--- src/hw/lscrb_pkg.sv ---
// register map, field positions and reset values of the lin/sci register bank
// assumes an axi4-lite master with 32-bit data on a single 20 MHz clock
`default_nettype none

package lscrb_pkg;

    // ************************************************************
    // register byte addresses
    // ************************************************************
    localparam logic [7:0] ADDR_MODULE_RESET_CONTROL = 8'h00;
    localparam logic [7:0] ADDR_GLOBAL_CONTROL       = 8'h04;
    localparam logic [7:0] ADDR_FRAME_FORMAT         = 8'h08;
    localparam logic [7:0] ADDR_RECEIVE_BUFFER_HIGH  = 8'h0C;
    localparam logic [7:0] ADDR_IDENTIFIER_MASK      = 8'h10;
    localparam logic [7:0] ADDR_IDENTIFIER           = 8'h14;
    localparam logic [7:0] ADDR_TRANSMIT_BUFFER_LOW  = 8'h18;
    localparam logic [7:0] ADDR_TRANSMIT_BUFFER_HIGH = 8'h1C;
    localparam logic [7:0] ADDR_MAX_BAUD_SELECT      = 8'h20;
    localparam logic [7:0] ADDR_TEST_CONTROL         = 8'h24;
    localparam logic [7:0] ADDR_TX_STATUS            = 8'h28;

    // ************************************************************
    // writable-bit masks per register, split by mode
    // ************************************************************
    // global control: any-mode bits, lin-only bits, compat-only bits
    localparam logic [31:0] GCR_MASK_ANY    = 32'h0303_04E7;
    localparam logic [31:0] GCR_MASK_LIN    = 32'h0000_3A00;
    localparam logic [31:0] GCR_MASK_COMPAT = 32'h0000_0118;
    // frame format: length any mode, char compat only
    localparam logic [31:0] FMT_MASK_ANY    = 32'h0007_0000;
    localparam logic [31:0] FMT_MASK_COMPAT = 32'h0000_0007;
    // identifier: slave task byte and id byte, lin only
    localparam logic [31:0] ID_MASK_LIN     = 32'h0000_FFFF;
    // max baud: lin only
    localparam logic [31:0] MBR_MASK_LIN    = 32'h0000_1FFF;
    // test control: all writable bits in any mode
    localparam logic [31:0] TST_MASK_ANY    = 32'hF71F_0F03;

    // ************************************************************
    // field positions
    // ************************************************************
    localparam int RESET_BIT_POS    = 0;
    localparam int LIN_MODE_POS     = 6;
    localparam int TX_ENABLE_POS    = 25;
    localparam int RX_ENABLE_POS    = 24;

    // ************************************************************
    // reset values and axi response codes
    // ************************************************************
    localparam logic [31:0] REG_RESET_VALUE = 32'h0000_0000;
    localparam logic [1:0]  AXI_RESP_OKAY   = 2'h0;
    localparam logic [1:0]  AXI_RESP_SLVERR = 2'h2;

    // write channel bundle handed to the register logic
    typedef struct packed {
        logic [7:0]  addr;
        logic [31:0] data;
        logic [3:0]  strb;
    } lscrb_wreq_t;

endpackage

`default_nettype wire

--- src/hw/lscrb_bank.sv ---
// register bank of a combined lin / sci-compatible serial module
// faces an axi4-lite master; the serial engine sits on the engine-side ports
`default_nettype none

// Function
// - writing reset bit releases or resets module
// - reset bit reads current module reset state
// - bits 31 to 1 read zero
// - reset bit written only with privileged gate
// - reset bit works in both modes
// - lin-only fields written only in lin
// - compat-only fields written only in compat
// - transmit transfers only when transmit enabled
module lscrb_bank (
    // clock and reset
    input  wire logic        aclk,
    input  wire logic        aresetn,
    // axi4-lite write address
    input  wire logic [7:0]  s_axi_awaddr,
    input  wire logic [2:0]  s_axi_awprot,
    input  wire logic        s_axi_awvalid,
    output logic             s_axi_awready,
    // axi4-lite write data
    input  wire logic [31:0] s_axi_wdata,
    input  wire logic [3:0]  s_axi_wstrb,
    input  wire logic        s_axi_wvalid,
    output logic             s_axi_wready,
    // axi4-lite write response
    output logic [1:0]       s_axi_bresp,
    output logic             s_axi_bvalid,
    input  wire logic        s_axi_bready,
    // axi4-lite read address
    input  wire logic [7:0]  s_axi_araddr,
    input  wire logic [2:0]  s_axi_arprot,
    input  wire logic        s_axi_arvalid,
    output logic             s_axi_arready,
    // axi4-lite read data
    output logic [31:0]      s_axi_rdata,
    output logic [1:0]       s_axi_rresp,
    output logic             s_axi_rvalid,
    input  wire logic        s_axi_rready,
    // privileged write gate, from cpu logic on this clock
    input  wire logic        privileged_write_gate,
    // engine side
    output logic             module_run,
    output logic             lin_mode,
    output logic             receive_enable_bit,
    input  wire logic        transmit_load_req,
    output logic             transmit_load_ack,
    output logic [63:0]      transmit_shift_register,
    input  wire logic [31:0] receive_data_high,
    input  wire logic [7:0]  received_id,
    input  wire logic [7:0]  rx_id_mask,
    input  wire logic [7:0]  tx_id_mask,
    // decoded config for the engine
    output logic [31:0]      frame_format,
    output logic [31:0]      identifier_cfg,
    output logic [31:0]      max_baud_select,
    output logic [31:0]      test_control
);

    // ************************************************************
    // state
    // ************************************************************
    typedef struct packed {
        logic                aw_held;
        logic                w_held;
        lscrb_pkg::lscrb_wreq_t wreq;
        logic                bvalid;
        logic [1:0]          bresp;
        logic                rvalid;
        logic [31:0]         rdata;
        logic [1:0]          rresp;
        logic                reset_bit;
        logic [31:0]         global_control;
        logic [31:0]         frame_format;
        logic [31:0]         identifier;
        logic [31:0]         tx_low;
        logic [31:0]         tx_high;
        logic [31:0]         max_baud;
        logic [31:0]         test_control;
        logic [63:0]         shift;
        logic                loads;
    } lscrb_state_t;

    lscrb_state_t state;
    lscrb_state_t next_state;

    // merge write data into a register under byte strobes and a writable mask
    function automatic logic [31:0] lscrb_merge(input logic [31:0] old_val,
                                                input logic [31:0] wdata,
                                                input logic [3:0]  strb,
                                                input logic [31:0] wmask);
        logic [31:0] m;
        m = {{8{strb[3]}}, {8{strb[2]}}, {8{strb[1]}}, {8{strb[0]}}} & wmask;
        return (old_val & ~m) | (wdata & m);
    endfunction

    // writable mask for a mixed register given the current mode
    function automatic logic [31:0] lscrb_mode_mask(input logic [31:0] any_m,
                                                    input logic [31:0] lin_m,
                                                    input logic [31:0] cmp_m,
                                                    input logic        in_lin);
        return any_m | (in_lin ? lin_m : cmp_m);
    endfunction


    // decoded mode and run state, shared by the write and load paths
    logic        in_lin;
    logic        do_write;
    logic        in_run;
    logic [31:0] rd_word;
    logic        rd_hit;

    assign in_lin = state.global_control[lscrb_pkg::LIN_MODE_POS];
    assign in_run = state.reset_bit;

    // ************************************************************
    // read decode
    // ************************************************************
    always_comb begin
        rd_hit  = 1'b1;
        rd_word = 32'h0000_0000;
        case (s_axi_araddr)
            lscrb_pkg::ADDR_MODULE_RESET_CONTROL: rd_word = {31'h0000_0000, state.reset_bit};
            lscrb_pkg::ADDR_GLOBAL_CONTROL:       rd_word = state.global_control;
            lscrb_pkg::ADDR_FRAME_FORMAT:         rd_word = state.frame_format;
            lscrb_pkg::ADDR_RECEIVE_BUFFER_HIGH:  rd_word = receive_data_high;
            // masks come live from the engine, never stored here
            lscrb_pkg::ADDR_IDENTIFIER_MASK:      rd_word = {8'h00, rx_id_mask,
                                                             8'h00, tx_id_mask};
            lscrb_pkg::ADDR_IDENTIFIER:           rd_word = {8'h00, received_id,
                                                             state.identifier[15:0]};
            lscrb_pkg::ADDR_TRANSMIT_BUFFER_LOW:  rd_word = state.tx_low;
            lscrb_pkg::ADDR_TRANSMIT_BUFFER_HIGH: rd_word = state.tx_high;
            lscrb_pkg::ADDR_MAX_BAUD_SELECT:      rd_word = state.max_baud;
            lscrb_pkg::ADDR_TEST_CONTROL:         rd_word = state.test_control;
            // bit 0 tells software a load has happened since run
            lscrb_pkg::ADDR_TX_STATUS:            rd_word = {16'h0000,
                                                             state.loads ? 16'h0001 : 16'h0000};
            // unmapped: data zero, slave error flagged below
            default:                              rd_hit  = 1'b0;
        endcase
    end

    // ************************************************************
    // next state
    // ************************************************************
    always_comb begin
        next_state = state;
        do_write   = 1'b0;

        // capture address and data independently, in either order
        if (s_axi_awvalid && s_axi_awready) begin
            next_state.aw_held   = 1'b1;
            next_state.wreq.addr = s_axi_awaddr;
        end
        if (s_axi_wvalid && s_axi_wready) begin
            next_state.w_held    = 1'b1;
            next_state.wreq.data = s_axi_wdata;
            next_state.wreq.strb = s_axi_wstrb;
        end
        if (s_axi_bvalid && s_axi_bready) begin
            next_state.bvalid = 1'b0;
        end


        // both halves held and no response pending: commit
        // the mode seen is the one before this write, so a mode change
        // and a mode-restricted field in one word cannot race
        if (state.aw_held && state.w_held && !state.bvalid) begin
            do_write           = 1'b1;
            next_state.aw_held = 1'b0;
            next_state.w_held  = 1'b0;
            next_state.bvalid  = 1'b1;
            next_state.bresp   = lscrb_pkg::AXI_RESP_OKAY;
            case (state.wreq.addr)
                lscrb_pkg::ADDR_MODULE_RESET_CONTROL: begin
                    if (privileged_write_gate && state.wreq.strb[0]) begin
                        next_state.reset_bit = state.wreq.data[lscrb_pkg::RESET_BIT_POS];
                    end
                end
                lscrb_pkg::ADDR_GLOBAL_CONTROL:
                    next_state.global_control = lscrb_merge(state.global_control,
                        state.wreq.data, state.wreq.strb,
                        lscrb_mode_mask(lscrb_pkg::GCR_MASK_ANY, lscrb_pkg::GCR_MASK_LIN,
                                        lscrb_pkg::GCR_MASK_COMPAT, in_lin));
                lscrb_pkg::ADDR_FRAME_FORMAT:
                    next_state.frame_format = lscrb_merge(state.frame_format,
                        state.wreq.data, state.wreq.strb,
                        lscrb_mode_mask(lscrb_pkg::FMT_MASK_ANY, 32'h0000_0000,
                                        lscrb_pkg::FMT_MASK_COMPAT, in_lin));
                lscrb_pkg::ADDR_IDENTIFIER:
                    next_state.identifier = lscrb_merge(state.identifier,
                        state.wreq.data, state.wreq.strb,
                        lscrb_mode_mask(32'h0000_0000, lscrb_pkg::ID_MASK_LIN,
                                        32'h0000_0000, in_lin));
                lscrb_pkg::ADDR_TRANSMIT_BUFFER_LOW:
                    next_state.tx_low = lscrb_merge(state.tx_low, state.wreq.data,
                        state.wreq.strb, 32'hFFFF_FFFF);
                lscrb_pkg::ADDR_TRANSMIT_BUFFER_HIGH:
                    next_state.tx_high = lscrb_merge(state.tx_high, state.wreq.data,
                        state.wreq.strb, 32'hFFFF_FFFF);
                lscrb_pkg::ADDR_MAX_BAUD_SELECT:
                    next_state.max_baud = lscrb_merge(state.max_baud,
                        state.wreq.data, state.wreq.strb,
                        lscrb_mode_mask(32'h0000_0000, lscrb_pkg::MBR_MASK_LIN,
                                        32'h0000_0000, in_lin));
                lscrb_pkg::ADDR_TEST_CONTROL:
                    next_state.test_control = lscrb_merge(state.test_control,
                        state.wreq.data, state.wreq.strb, lscrb_pkg::TST_MASK_ANY);
                lscrb_pkg::ADDR_RECEIVE_BUFFER_HIGH,
                lscrb_pkg::ADDR_IDENTIFIER_MASK,
                lscrb_pkg::ADDR_TX_STATUS: ; // read-only, write ignored
                default:
                    next_state.bresp = lscrb_pkg::AXI_RESP_SLVERR;
            endcase
        end


        // read: one cycle after acceptance
        // data is frozen at acceptance so a stalled rready sees no change
        if (s_axi_rvalid && s_axi_rready) begin
            next_state.rvalid = 1'b0;
        end
        if (s_axi_arvalid && s_axi_arready) begin
            next_state.rvalid = 1'b1;
            next_state.rdata  = rd_word;
            next_state.rresp  = rd_hit ? lscrb_pkg::AXI_RESP_OKAY : lscrb_pkg::AXI_RESP_SLVERR;
        end


        if (transmit_load_req && in_run &&
            state.global_control[lscrb_pkg::TX_ENABLE_POS]) begin
            next_state.shift = {state.tx_low, state.tx_high};
            next_state.loads = 1'b1;
        end


        // module reset clears engine-facing state, keeps registers
        // clear comes last so it wins over a load in the same cycle
        if (!in_run) begin
            next_state.shift = 64'h0000_0000_0000_0000;
            next_state.loads = 1'b0;
        end
    end

    // ************************************************************
    // registers
    // ************************************************************
    always_ff @(posedge aclk) begin
        if (!aresetn) begin
            state <= '0;
        end else begin
            state <= next_state;
        end
    end

    // ************************************************************
    // outputs
    // ************************************************************
    // one address/data held at a time; refused until the response drains
    // readies are combinational, every other axi output comes from flops
    assign s_axi_awready = !state.aw_held && !state.bvalid;
    assign s_axi_wready  = !state.w_held && !state.bvalid;
    assign s_axi_bvalid  = state.bvalid;
    assign s_axi_bresp   = state.bresp;
    assign s_axi_arready = !state.rvalid;
    assign s_axi_rvalid  = state.rvalid;
    assign s_axi_rdata   = state.rdata;
    assign s_axi_rresp   = state.rresp;


    // engine-facing run, mode and config
    assign module_run              = state.reset_bit;
    assign lin_mode                = in_lin;
    assign receive_enable_bit      = state.global_control[lscrb_pkg::RX_ENABLE_POS];
    // handshake: ack when the request would be taken this cycle
    assign transmit_load_ack       = transmit_load_req && in_run &&
                                     state.global_control[lscrb_pkg::TX_ENABLE_POS];
    assign transmit_shift_register = state.shift;
    assign frame_format            = state.frame_format;
    assign identifier_cfg          = state.identifier;
    assign max_baud_select         = state.max_baud;
    assign test_control            = state.test_control;

endmodule

`default_nettype wire

--- config.mk ---
export PLATFORM = sky130hd
export DESIGN_NAME = lscrb_bank
export DESIGN_NICKNAME = d
export VERILOG_FILES = /design/src/hw/lscrb_pkg.sv /design/src/hw/lscrb_bank.sv
export SDC_FILE = /design/constraint.sdc
export NUM_CORES = 1
export LEC_CHECK = 0
export ABC_AREA = 1
export CAP_MARGIN = 25
export CORE_MARGIN = 1
export CORE_UTILIZATION = 43
export CTS_CLUSTER_SIZE = 12
export DETAILED_ROUTE_END_ITERATION = 8
export DONT_BUFFER_PORTS = 1
export PLACE_DENSITY = 0.66
export SYNTH_ARGS = -nofsm -noshare
export SYNTH_HDL_FRONTEND = slang
export SYNTH_SLANG_ARGS = --single-unit
--- constraint.sdc ---
create_clock -name aclk -period 3.15 [get_ports aclk]
set_input_delay 0.7875 -clock aclk [delete_from_list [all_inputs] [get_ports aclk]]
set_output_delay 0.7875 -clock aclk [all_outputs]
set_load 0.01 [all_outputs]
==> impl_metrics.py, run 1 <==
metrics = {
    "floorplanning": {
        "io_pins": 360,
        "die_y_um": 178,
        "start_util_pct": 43.8,
        "rows": 64,
        "die_w_um": 178,
        "die_area_sq_um": 31800,
        "core_sq_um": 30600,
    },
    "grt": {
        "grt_pass1_wl_um": 57700,
        "grt_pass1_vias": 9461,
        "grt.total_usage_pct": 24.1,
        "antenna_found_initial": 1,
        "grt_remaining_overflow": 0,
        "grt_max_degree": 181,
    },
    "sta": {
        "finalSetupViolCount": 0,
        "tightest_slew_ns": 0.848,
        "clock_skew_ns": 0.0133,
        "slew_viol_final": 0,
        "rsz0062_at_grt": "false",
        "post-route-period-util_pct": 73.5,
        "clock.fmax_ghz": 0.432,
        "relSlewSlack_pct": 43.2,
        "setup-tns-final_ns": 0,
        "min_period_ns": 2.31,
        "hold_viol_final": 0,
    },
    "power": {
        "ir_drop_uv": 318,
        "clock_power_share_pct": 49.0,
        "power_frac_seq_pct": 46.8,
        "switching_power_mw": 1.85,
        "intPower_mw": 6.12,
        "power_mw": 7.97,
        "power_frac_comb_pct": 4.1,
        "power.density_nw_per_um2": 597,
        "switching_share_pct": 23.2,
        "power.leakage_nw": 4.90,
    },
    "synth": {
        "synth_top_cell_by_area": "dfxtp_1",
        "synth_most_common_cell": "nand2_1",
        "async_reset_ff_share_pct": 0,
        "synthTopCellsByCount": "nand2_1, dfxtp_1, a21oi_1",
        "synth_edf_count": 0,
        "syn_area_per_cell_sq_um": 7.27,
        "ys_ff_latch": 283,
        "syn-cell-area_sq_um": 13400,
        "syn-instance-count": 1841,
        "synth.area.top_cells": "dfxtp_1, buf_4, nand2_1, a21oi_1, o21ai_0",
        "yosysTopAreaCellShare_pct": 42.3,
        "yosys_warnings": 0,
        "yosys.cell_types.count": 32,
        "ys.flop_type": "dfxtp_1",
        "yosysSeqAreaShare_pct": 42.3,
    },
    "min_path": {
        "min_path_type": "input port to register",
    },
    "place": {
        "io_buffers": 0,
        "hpwl_um": 28700,
        "gp_congestion": 0.882,
    },
    "clock_network": {
        "cts-resized-gates": 0,
        "post_cts_buffers": 0,
        "cts.sinks": 283,
        "cts_max_level": 2,
        "clk_pin_slew_ns": 0.06,
        "clk_latency_ns": 0.51,
        "tritoncts": "yes",
        "hold_buffers": 0,
        "clockRootBuffer": "clkbuf_16",
        "clk_path_buf_depth": 3,
        "cts_buffers": 34,
    },
    "route": {
        "vias_per_cell": 5.11,
        "drcViolationCount": 0,
        "drt_first_pass_iters": 5,
        "avgRoutedWirePerCell_um": 19.0,
        "drt_iter0_drc": 844,
        "finalWirelength_um": 39500,
        "antenna_left": 0,
        "dr_total_vias": 10600,
    },
    "outcome": {
        "outcome": "finished, final reports clean",
    },
    "setup_path": {
        "path_cells": "inv_2, nand3_2, clkinv_2, nand4_4, nor2_1, nand2_1, a211oi_1",
        "crit_type": "register to register",
        "max_stage_delay_ns": 0.67,
        "cp_top_family": "simple AND/OR/NAND/NOR gates",
        "slowest_stage": "nor2_1",
        "arrival_ns": 2.73,
        "critPathBufInv": 2,
        "endpoint_kind": "register",
        "path_max_fanout": 13,
        "required_ns": 3.56,
        "critPathLaunchType": "register",
    },
    "final_layout": {
        "layout.nets": 1780,
        "area.growth.synth_to_final_pct": -0.233,
        "utilization_pct": 43.7,
        "drive_gt1_share_pct": 7.32,
    },
    "flow_run": {
        "timing.max_cap.violations": 0,
    },
}
==> per-layer routing <==
layer | wire length, um | track usage (%)
met4 | 1020 | 7.42
met3 | 4320 | 7.20
met2 | 16800 | 35.6
met1 | 17400 | 33.5
met5 | 0 | 0
==> placed cells by master, fill, tap and decap left out, drive strengths merged <==
master	n
clkbuf	53
nand2	390
diode	1
nand3	56
clkinv	5
bufinv	1
a41oi	1
a211oi	6
o21a	1
nand4	3
o22ai	2
o21ai	223
clkinvlp	1
a21oi	268
nor3	3
inv	177
nor4	1
buf	17
nor2	112
dfxtp	283
conb	77
==> metrics by stage <==
stage	instance area [sq um]	hold WS [ns]	instances	worst slack [ns]
global placement	12200	0.432	2017	0.637
floorplan	13700	0.424	1917	1.13
finish	13400	0.404	2077	0.835
detailed placement	12200	0.436	2017	0.620
global route	13400	0.409	2076	0.655
CTS	13400	0.395	2076	0.864
==> cell type report <==
| type | instances | area, sq um |
|---|---|---|
| multi-input combinational | 1143 | 5250 |
| inverter | 178 | 671 |
| timing repair buffer | 17 | 140 |
| sequential | 283 | 5670 |
| tap | 396 | 495 |
| antenna | 1 | 2.50 |
| fill | 3159 | 17200 |
| clock buffer | 53 | 1060 |
| clock inverter | 6 | 65.1 |
==> cell families after synthesis <==
kind of cell / after synthesis / synth area share [%]
flops: 283 / 42.3
buf+inv: 491 / 20.7
compound gates: 501 / 19.0
other cells: 1 / 0.0280
simple gates: 565 / 18.0
==> worst paths after layout <==
| path | from | endpoint | slack [ns] | cells past startpoint |
|---|---|---|---|---|
| hold reg to reg | register | register | 0.45 | 2 |
| hold / removal | aresetn | s_axi_rvalid | 0.40 | 1 |
| setup / recovery | s_axi_bvalid | register | 0.84 | 7 |
| setup reg to reg | s_axi_bvalid | register | 0.84 | 7 |
==> power groups by stage <==
stage / clock [mW] / combinational (mW) / sequential [mW]
5_1_grt: 4.12 / 0.377 / 3.74
3_5_place_dp: 0 / 0.328 / 3.81
3_3_place_gp: 0 / 0.320 / 3.81
2_1_floorplan: 0 / 0.356 / 3.76
4_1_cts: 3.97 / 0.328 / 3.73
6_report: 3.91 / 0.328 / 3.73
Power figures use the tool's default switching activity.
==> inputs of run 2 (changes only) <==
==> constraint.sdc (replaced) <==
create_clock -name aclk -period 2.3 [get_ports aclk]
set_input_delay 0.575 -clock aclk [delete_from_list [all_inputs] [get_ports aclk]]
set_output_delay 0.575 -clock aclk [all_outputs]
set_load 0.01 [all_outputs]
==> impl_metrics.py, run 2 (synthesis results as in run 1) <==
metrics = {
    "final_layout": {
        "final_cells": 2098,
        "drive_gt1_share_pct": 8.31,
        "final_area_sq_um": 13600,
        "area.growth.synth_to_final_pct": 1.75,
        "layout.cells.most_common": "nand2_1",
        "utilization_pct": 44.5,
        "layout.nets": 1795,
        "layout_common_cells": "nand2_1, dfxtp_1, a21oi_1",
        "fill_cells": 3177,
    },
    "power": {
        "clock_power_share_pct": 51.0,
        "power.density_nw_per_um2": 835,
        "switching_share_pct": 22.3,
        "power_mw": 11.4,
        "power.leakage_nw": 5.05,
        "switching_power_mw": 2.54,
        "ir_drop_uv": 415,
        "intPower_mw": 8.84,
        "power_frac_comb_pct": 4.1,
        "power_frac_seq_pct": 44.9,
    },
    "route": {
        "finalWirelength_um": 40000,
        "antenna_left": 0,
        "dr_total_vias": 10700,
        "avgRoutedWirePerCell_um": 19.1,
        "drt_first_pass_iters": 7,
        "drcViolationCount": 0,
        "vias_per_cell": 5.10,
        "drt_iter0_drc": 964,
    },
    "grt": {
        "grt_pass1_vias": 9487,
        "grt_remaining_overflow": 0,
        "grt.total_usage_pct": 24.3,
        "antenna_found_initial": 9,
        "grt_max_degree": 181,
        "grt_pass1_wl_um": 58300,
    },
    "floorplanning": {
        "rows": 64,
        "die_y_um": 178,
        "core_sq_um": 30600,
        "die_area_sq_um": 31800,
        "io_pins": 360,
        "start_util_pct": 43.8,
        "die_w_um": 178,
    },
    "min_path": {
        "min_path_cells": 1,
        "holdCritStartpoint": "aresetn",
        "min_path_type": "input port to register",
        "hold_end": "s_axi_rvalid",
    },
    "sta": {
        "rsz0062_at_grt": "false",
        "tightest_slew_ns": 0.727,
        "clock_skew_ns": 0.0127,
        "slew_viol_final": 0,
        "clock.fmax_ghz": 0.489,
        "post-route-period-util_pct": 88.9,
        "setup-tns-final_ns": 0,
        "hold_viol_final": 0,
        "relSlewSlack_pct": 51.5,
        "finalSetupViolCount": 0,
        "min_period_ns": 2.04,
    },
    "setup_path": {
        "r2r-start": "s_axi_bvalid",
        "max_stage_delay_ns": 0.52,
        "crit_cells": 2,
        "critPathLaunchType": "register",
        "crit_type": "register to output port",
        "path_cells": "nand3_2, inv_2",
        "cp_top_family": "flip-flops",
        "critPathBufInv": 1,
        "rr_worst_depth": 8,
        "arrival_ns": 1.47,
        "required_ns": 1.73,
        "endpoint_kind": "output port",
        "rrSetupSlack_ns": 0.45,
        "slowest_stage": "dfxtp_1",
        "path_max_fanout": 13,
    },
    "place": {
        "place_inst": 2032,
        "placed_area_sq_um": 12400,
        "gp_congestion": 0.928,
        "hpwl_um": 29300,
        "io_buffers": 0,
    },
    "clock_network": {
        "post_cts_buffers": 0,
        "cts_buffers": 34,
        "clk_latency_ns": 0.50,
        "clk_pin_slew_ns": 0.06,
        "clk_path_buf_depth": 3,
        "cts.sinks": 283,
        "hold_buffers": 0,
        "clockRootBuffer": "clkbuf_16",
        "cts_max_level": 2,
        "tritoncts": "yes",
        "cts-resized-gates": 0,
    },
    "flow_run": {
        "timing.max_cap.violations": 0,
    },
    "outcome": {
        "outcome": "finished, final reports clean",
    },
}
==> run 2: cell type report <==
| type | instances | area (sq um) | share of cell area [%] |
|---|---|---|---|
| flip-flops and latches | 283 | 5670 | 41.6 |
| multi-input cells | 1143 | 5250 | 38.6 |
| clock buffers | 49 | 1050 | 7.72 |
| inverters | 178 | 671 | 4.92 |
| well taps | 396 | 495 | 3.64 |
| repair buffers | 32 | 290 | 2.13 |
| clock inverters | 11 | 180 | 1.32 |
| diodes | 6 | 15.0 | 0.110 |
==> run 2: worst max path at each step <==
stage / slack [ns] / from / endpoint
2_1_floorplan: 0.66 / s_axi_araddr[0] / s_axi_rdata[20]
3_3_place_gp: 0.18 / s_axi_araddr[0] / s_axi_rdata[12]
3_5_place_dp: 0.17 / s_axi_araddr[0] / s_axi_rdata[12]
4_1_cts: 0.22 / module_run / transmit_load_ack
5_1_grt: 0.18 / module_run / transmit_load_ack
6_report: 0.26 / module_run / transmit_load_ack
==> run 2: per-stage QoR <==
| step | hold slack, ns | worst slack [ns] |
|---|---|---|
| floorplan | 0.424 | 0.663 |
| CTS | 0.196 | 0.224 |
| global placement | 0.432 | 0.180 |
| global route | 0.221 | 0.183 |
| detailed placement | 0.437 | 0.167 |
| finish | 0.210 | 0.256 |
==> run 2: power groups by stage <==
stage	clock, mW	combinational (mW)	sequential (mW)
after CTS	5.88	0.463	5.10
after detailed placement	0	0.463	5.21
final	5.80	0.465	5.11
after global placement	0	0.454	5.21
after floorplan	0	0.488	5.15
after global routing	6.09	0.529	5.12
==> run 2: routing by layer <==
metal | part of all wire, % | up-vias | GRT usage (%)
met5 | 0.085 | - | 0
met4 | 3.2 | 6 | 8.12
met3 | 12 | 92 | 9.16
met2 | 42 | 472 | 36.3
met1 | 43 | 4855 | 31.9
li1 | - | 5274 | -
==> inputs of run 3 (changes only) <==
--- a/config.mk
+++ b/config.mk
@@ -9,6 +9,7 @@
 export CAP_MARGIN = 25
 export CORE_MARGIN = 1
 export CORE_UTILIZATION = 43
+export CTS_BUF_LIST = sky130_fd_sc_hd__clkbuf_2
 export CTS_CLUSTER_SIZE = 12
 export DETAILED_ROUTE_END_ITERATION = 8
 export DONT_BUFFER_PORTS = 1
==> impl_metrics.py, run 3 (synthesis results as in run 1) <==
metrics = {
    "outcome": {
        "outcome": "finished, final reports clean",
    },
    "setup_path": {
        "rrSetupSlack_ns": 0.13,
        "crit_type": "register to output port",
        "max_stage_delay_ns": 0.37,
        "path_cells": "nor2_2, buf_6",
        "critPathBufInv": 1,
        "endpoint_kind": "output port",
        "critPathLaunchType": "register",
        "path_max_fanout": 11,
        "cp_top_family": "flip-flops",
        "rr_worst_depth": 6,
        "slowest_stage": "dfxtp_2",
        "critical_path.startpoint": "s_axi_bvalid",
        "r2r-start": "state[366]",
        "required_ns": 1.73,
        "arrival_ns": 1.60,
    },
    "floorplanning": {
        "io_pins": 360,
        "rows": 64,
        "core_sq_um": 30600,
        "die_y_um": 178,
        "die_area_sq_um": 31800,
        "die_w_um": 178,
        "start_util_pct": 43.8,
    },
    "clock_network": {
        "cts_max_level": 3,
        "clk_latency_ns": 0.86,
        "tritoncts": "yes",
        "cts_buffers": 78,
        "clockRootBuffer": "clkbuf_2",
        "clk_pin_slew_ns": 0.10,
        "clk_path_buf_depth": 3,
        "cts.sinks": 283,
    },
    "power": {
        "power_frac_seq_pct": 54.9,
        "power_mw": 9.29,
        "power.density_nw_per_um2": 671,
        "switching_share_pct": 28.0,
        "clock_power_share_pct": 38.4,
        "power_frac_comb_pct": 6.6,
        "switching_power_mw": 2.60,
        "power.leakage_nw": 5.28,
        "intPower_mw": 6.69,
        "ir_drop_uv": 331,
    },
    "final_layout": {
        "layout.nets": 1916,
        "layout_common_cells": "nand2_1, dfxtp_1, a21oi_1",
        "area.growth.synth_to_final_pct": 3.39,
        "layout.cells.most_common": "nand2_1",
        "drive_gt1_share_pct": 11.5,
    },
    "sta": {
        "tightest_slew_ns": 0.718,
        "post-route-period-util_pct": 94.5,
        "relSlewSlack_pct": 52.2,
        "finalSetupViolCount": 0,
        "rsz0062_at_grt": "false",
        "clock_skew_ns": 0.0920,
        "clock.fmax_ghz": 0.460,
        "setup-tns-final_ns": 0,
        "min_period_ns": 2.17,
        "hold_viol_final": 0,
        "slew_viol_final": 0,
    },
    "grt": {
        "grt.total_usage_pct": 25.2,
        "antenna_found_initial": 5,
        "grt_remaining_overflow": 0,
        "grt_max_degree": 164,
        "grt_pass1_wl_um": 60400,
        "grt_pass1_vias": 10300,
    },
    "route": {
        "drt_iter0_drc": 904,
        "antenna_left": 0,
        "avgRoutedWirePerCell_um": 18.5,
        "drt_first_pass_iters": 5,
        "finalWirelength_um": 41300,
        "vias_per_cell": 5.04,
        "drcViolationCount": 0,
        "dr_total_vias": 11300,
    },
    "min_path": {
        "holdCritStartpoint": "receive_data_high[10]",
        "min_path_cells": 6,
        "hold_end": "s_axi_rdata[10]",
        "min_path_type": "input port to register",
    },
    "place": {
        "gp_congestion": 0.928,
        "hpwl_um": 29300,
        "io_buffers": 0,
    },
    "flow_run": {
        "timing.max_cap.violations": 0,
    },
}
-- run 3: worst reg2reg max path, cell delays in order (launching register included) --
cell	delay, ns
dfxtp_1	0.46
nand2_1	0.12
nor2_2	0.37
nand3_4	0.26
o21ai_0	0.23
dlygate4sd3_1	0.59
a21oi_1	0.04
-- run 3: what timing repair did --
action | in CTS | in global routing
gates resized for setup | 4 | 5
endpoints found under the setup margin | 2 | 12
endpoints found under the hold margin | 192 | 0
cloned | 0 | 1
hold buffers | 70 | 0
setup buffers | 0 | 6
pin swaps | 0 | 2
-- run 3: worst max path at each step --
stage | endpoint | slack, ns | cells past startpoint
2_1_floorplan | s_axi_rdata[20] | 0.66 | 12
3_3_place_gp | s_axi_rdata[12] | 0.18 | 10
3_5_place_dp | s_axi_rdata[12] | 0.17 | 10
4_1_cts | transmit_load_ack | 0.02 | 2
5_1_grt | transmit_load_ack | 0.02 | 2
6_report | s_axi_wready | 0.13 | 2
-- run 3: area by class of cell --
cell class                 instances  area (sq um)
antenna                            5          12.5
clock buffer                     113           566
clock inverter                    11          93.8
fill                            3215         16700
inverter                         178           677
multi-input combinational       1144          5270
sequential                       283          5670
tap                              396           495
timing repair buffer             108          1060
-- run 3: power groups by stage --
stage | logic, mW | registers, mW | clock network (mW)
after detailed placement | 0.463 | 5.21 | 0
after CTS | 0.606 | 5.10 | 3.64
after global routing | 0.688 | 5.12 | 3.93
after global placement | 0.454 | 5.21 | 0
final | 0.617 | 5.10 | 3.57
after floorplan | 0.488 | 5.15 | 0
-- run 3: per-stage QoR --
stage               std cells  hold WS, ns  area (sq um)  setup WS, ns  utilization, %
floorplan                1917        0.424         13700         0.663               -
global placement         2032        0.432         12400         0.180            40.5
detailed placement       2032        0.437         12400         0.167            40.5
CTS                      2226      0.00342         13800        0.0215            45.0
global route             2236       0.0205         13800        0.0158            45.2
finish                   2238       0.0523         13800         0.127            45.3
-- run 3: metal layers --
layer	wire, um	up-vias	GRT usage, %
met3	4700	73	9.74
li1	-	5554	-
met4	1120	0	9.71
met2	17900	543	37.3
met1	17600	5111	32.7
met5	0	-	0
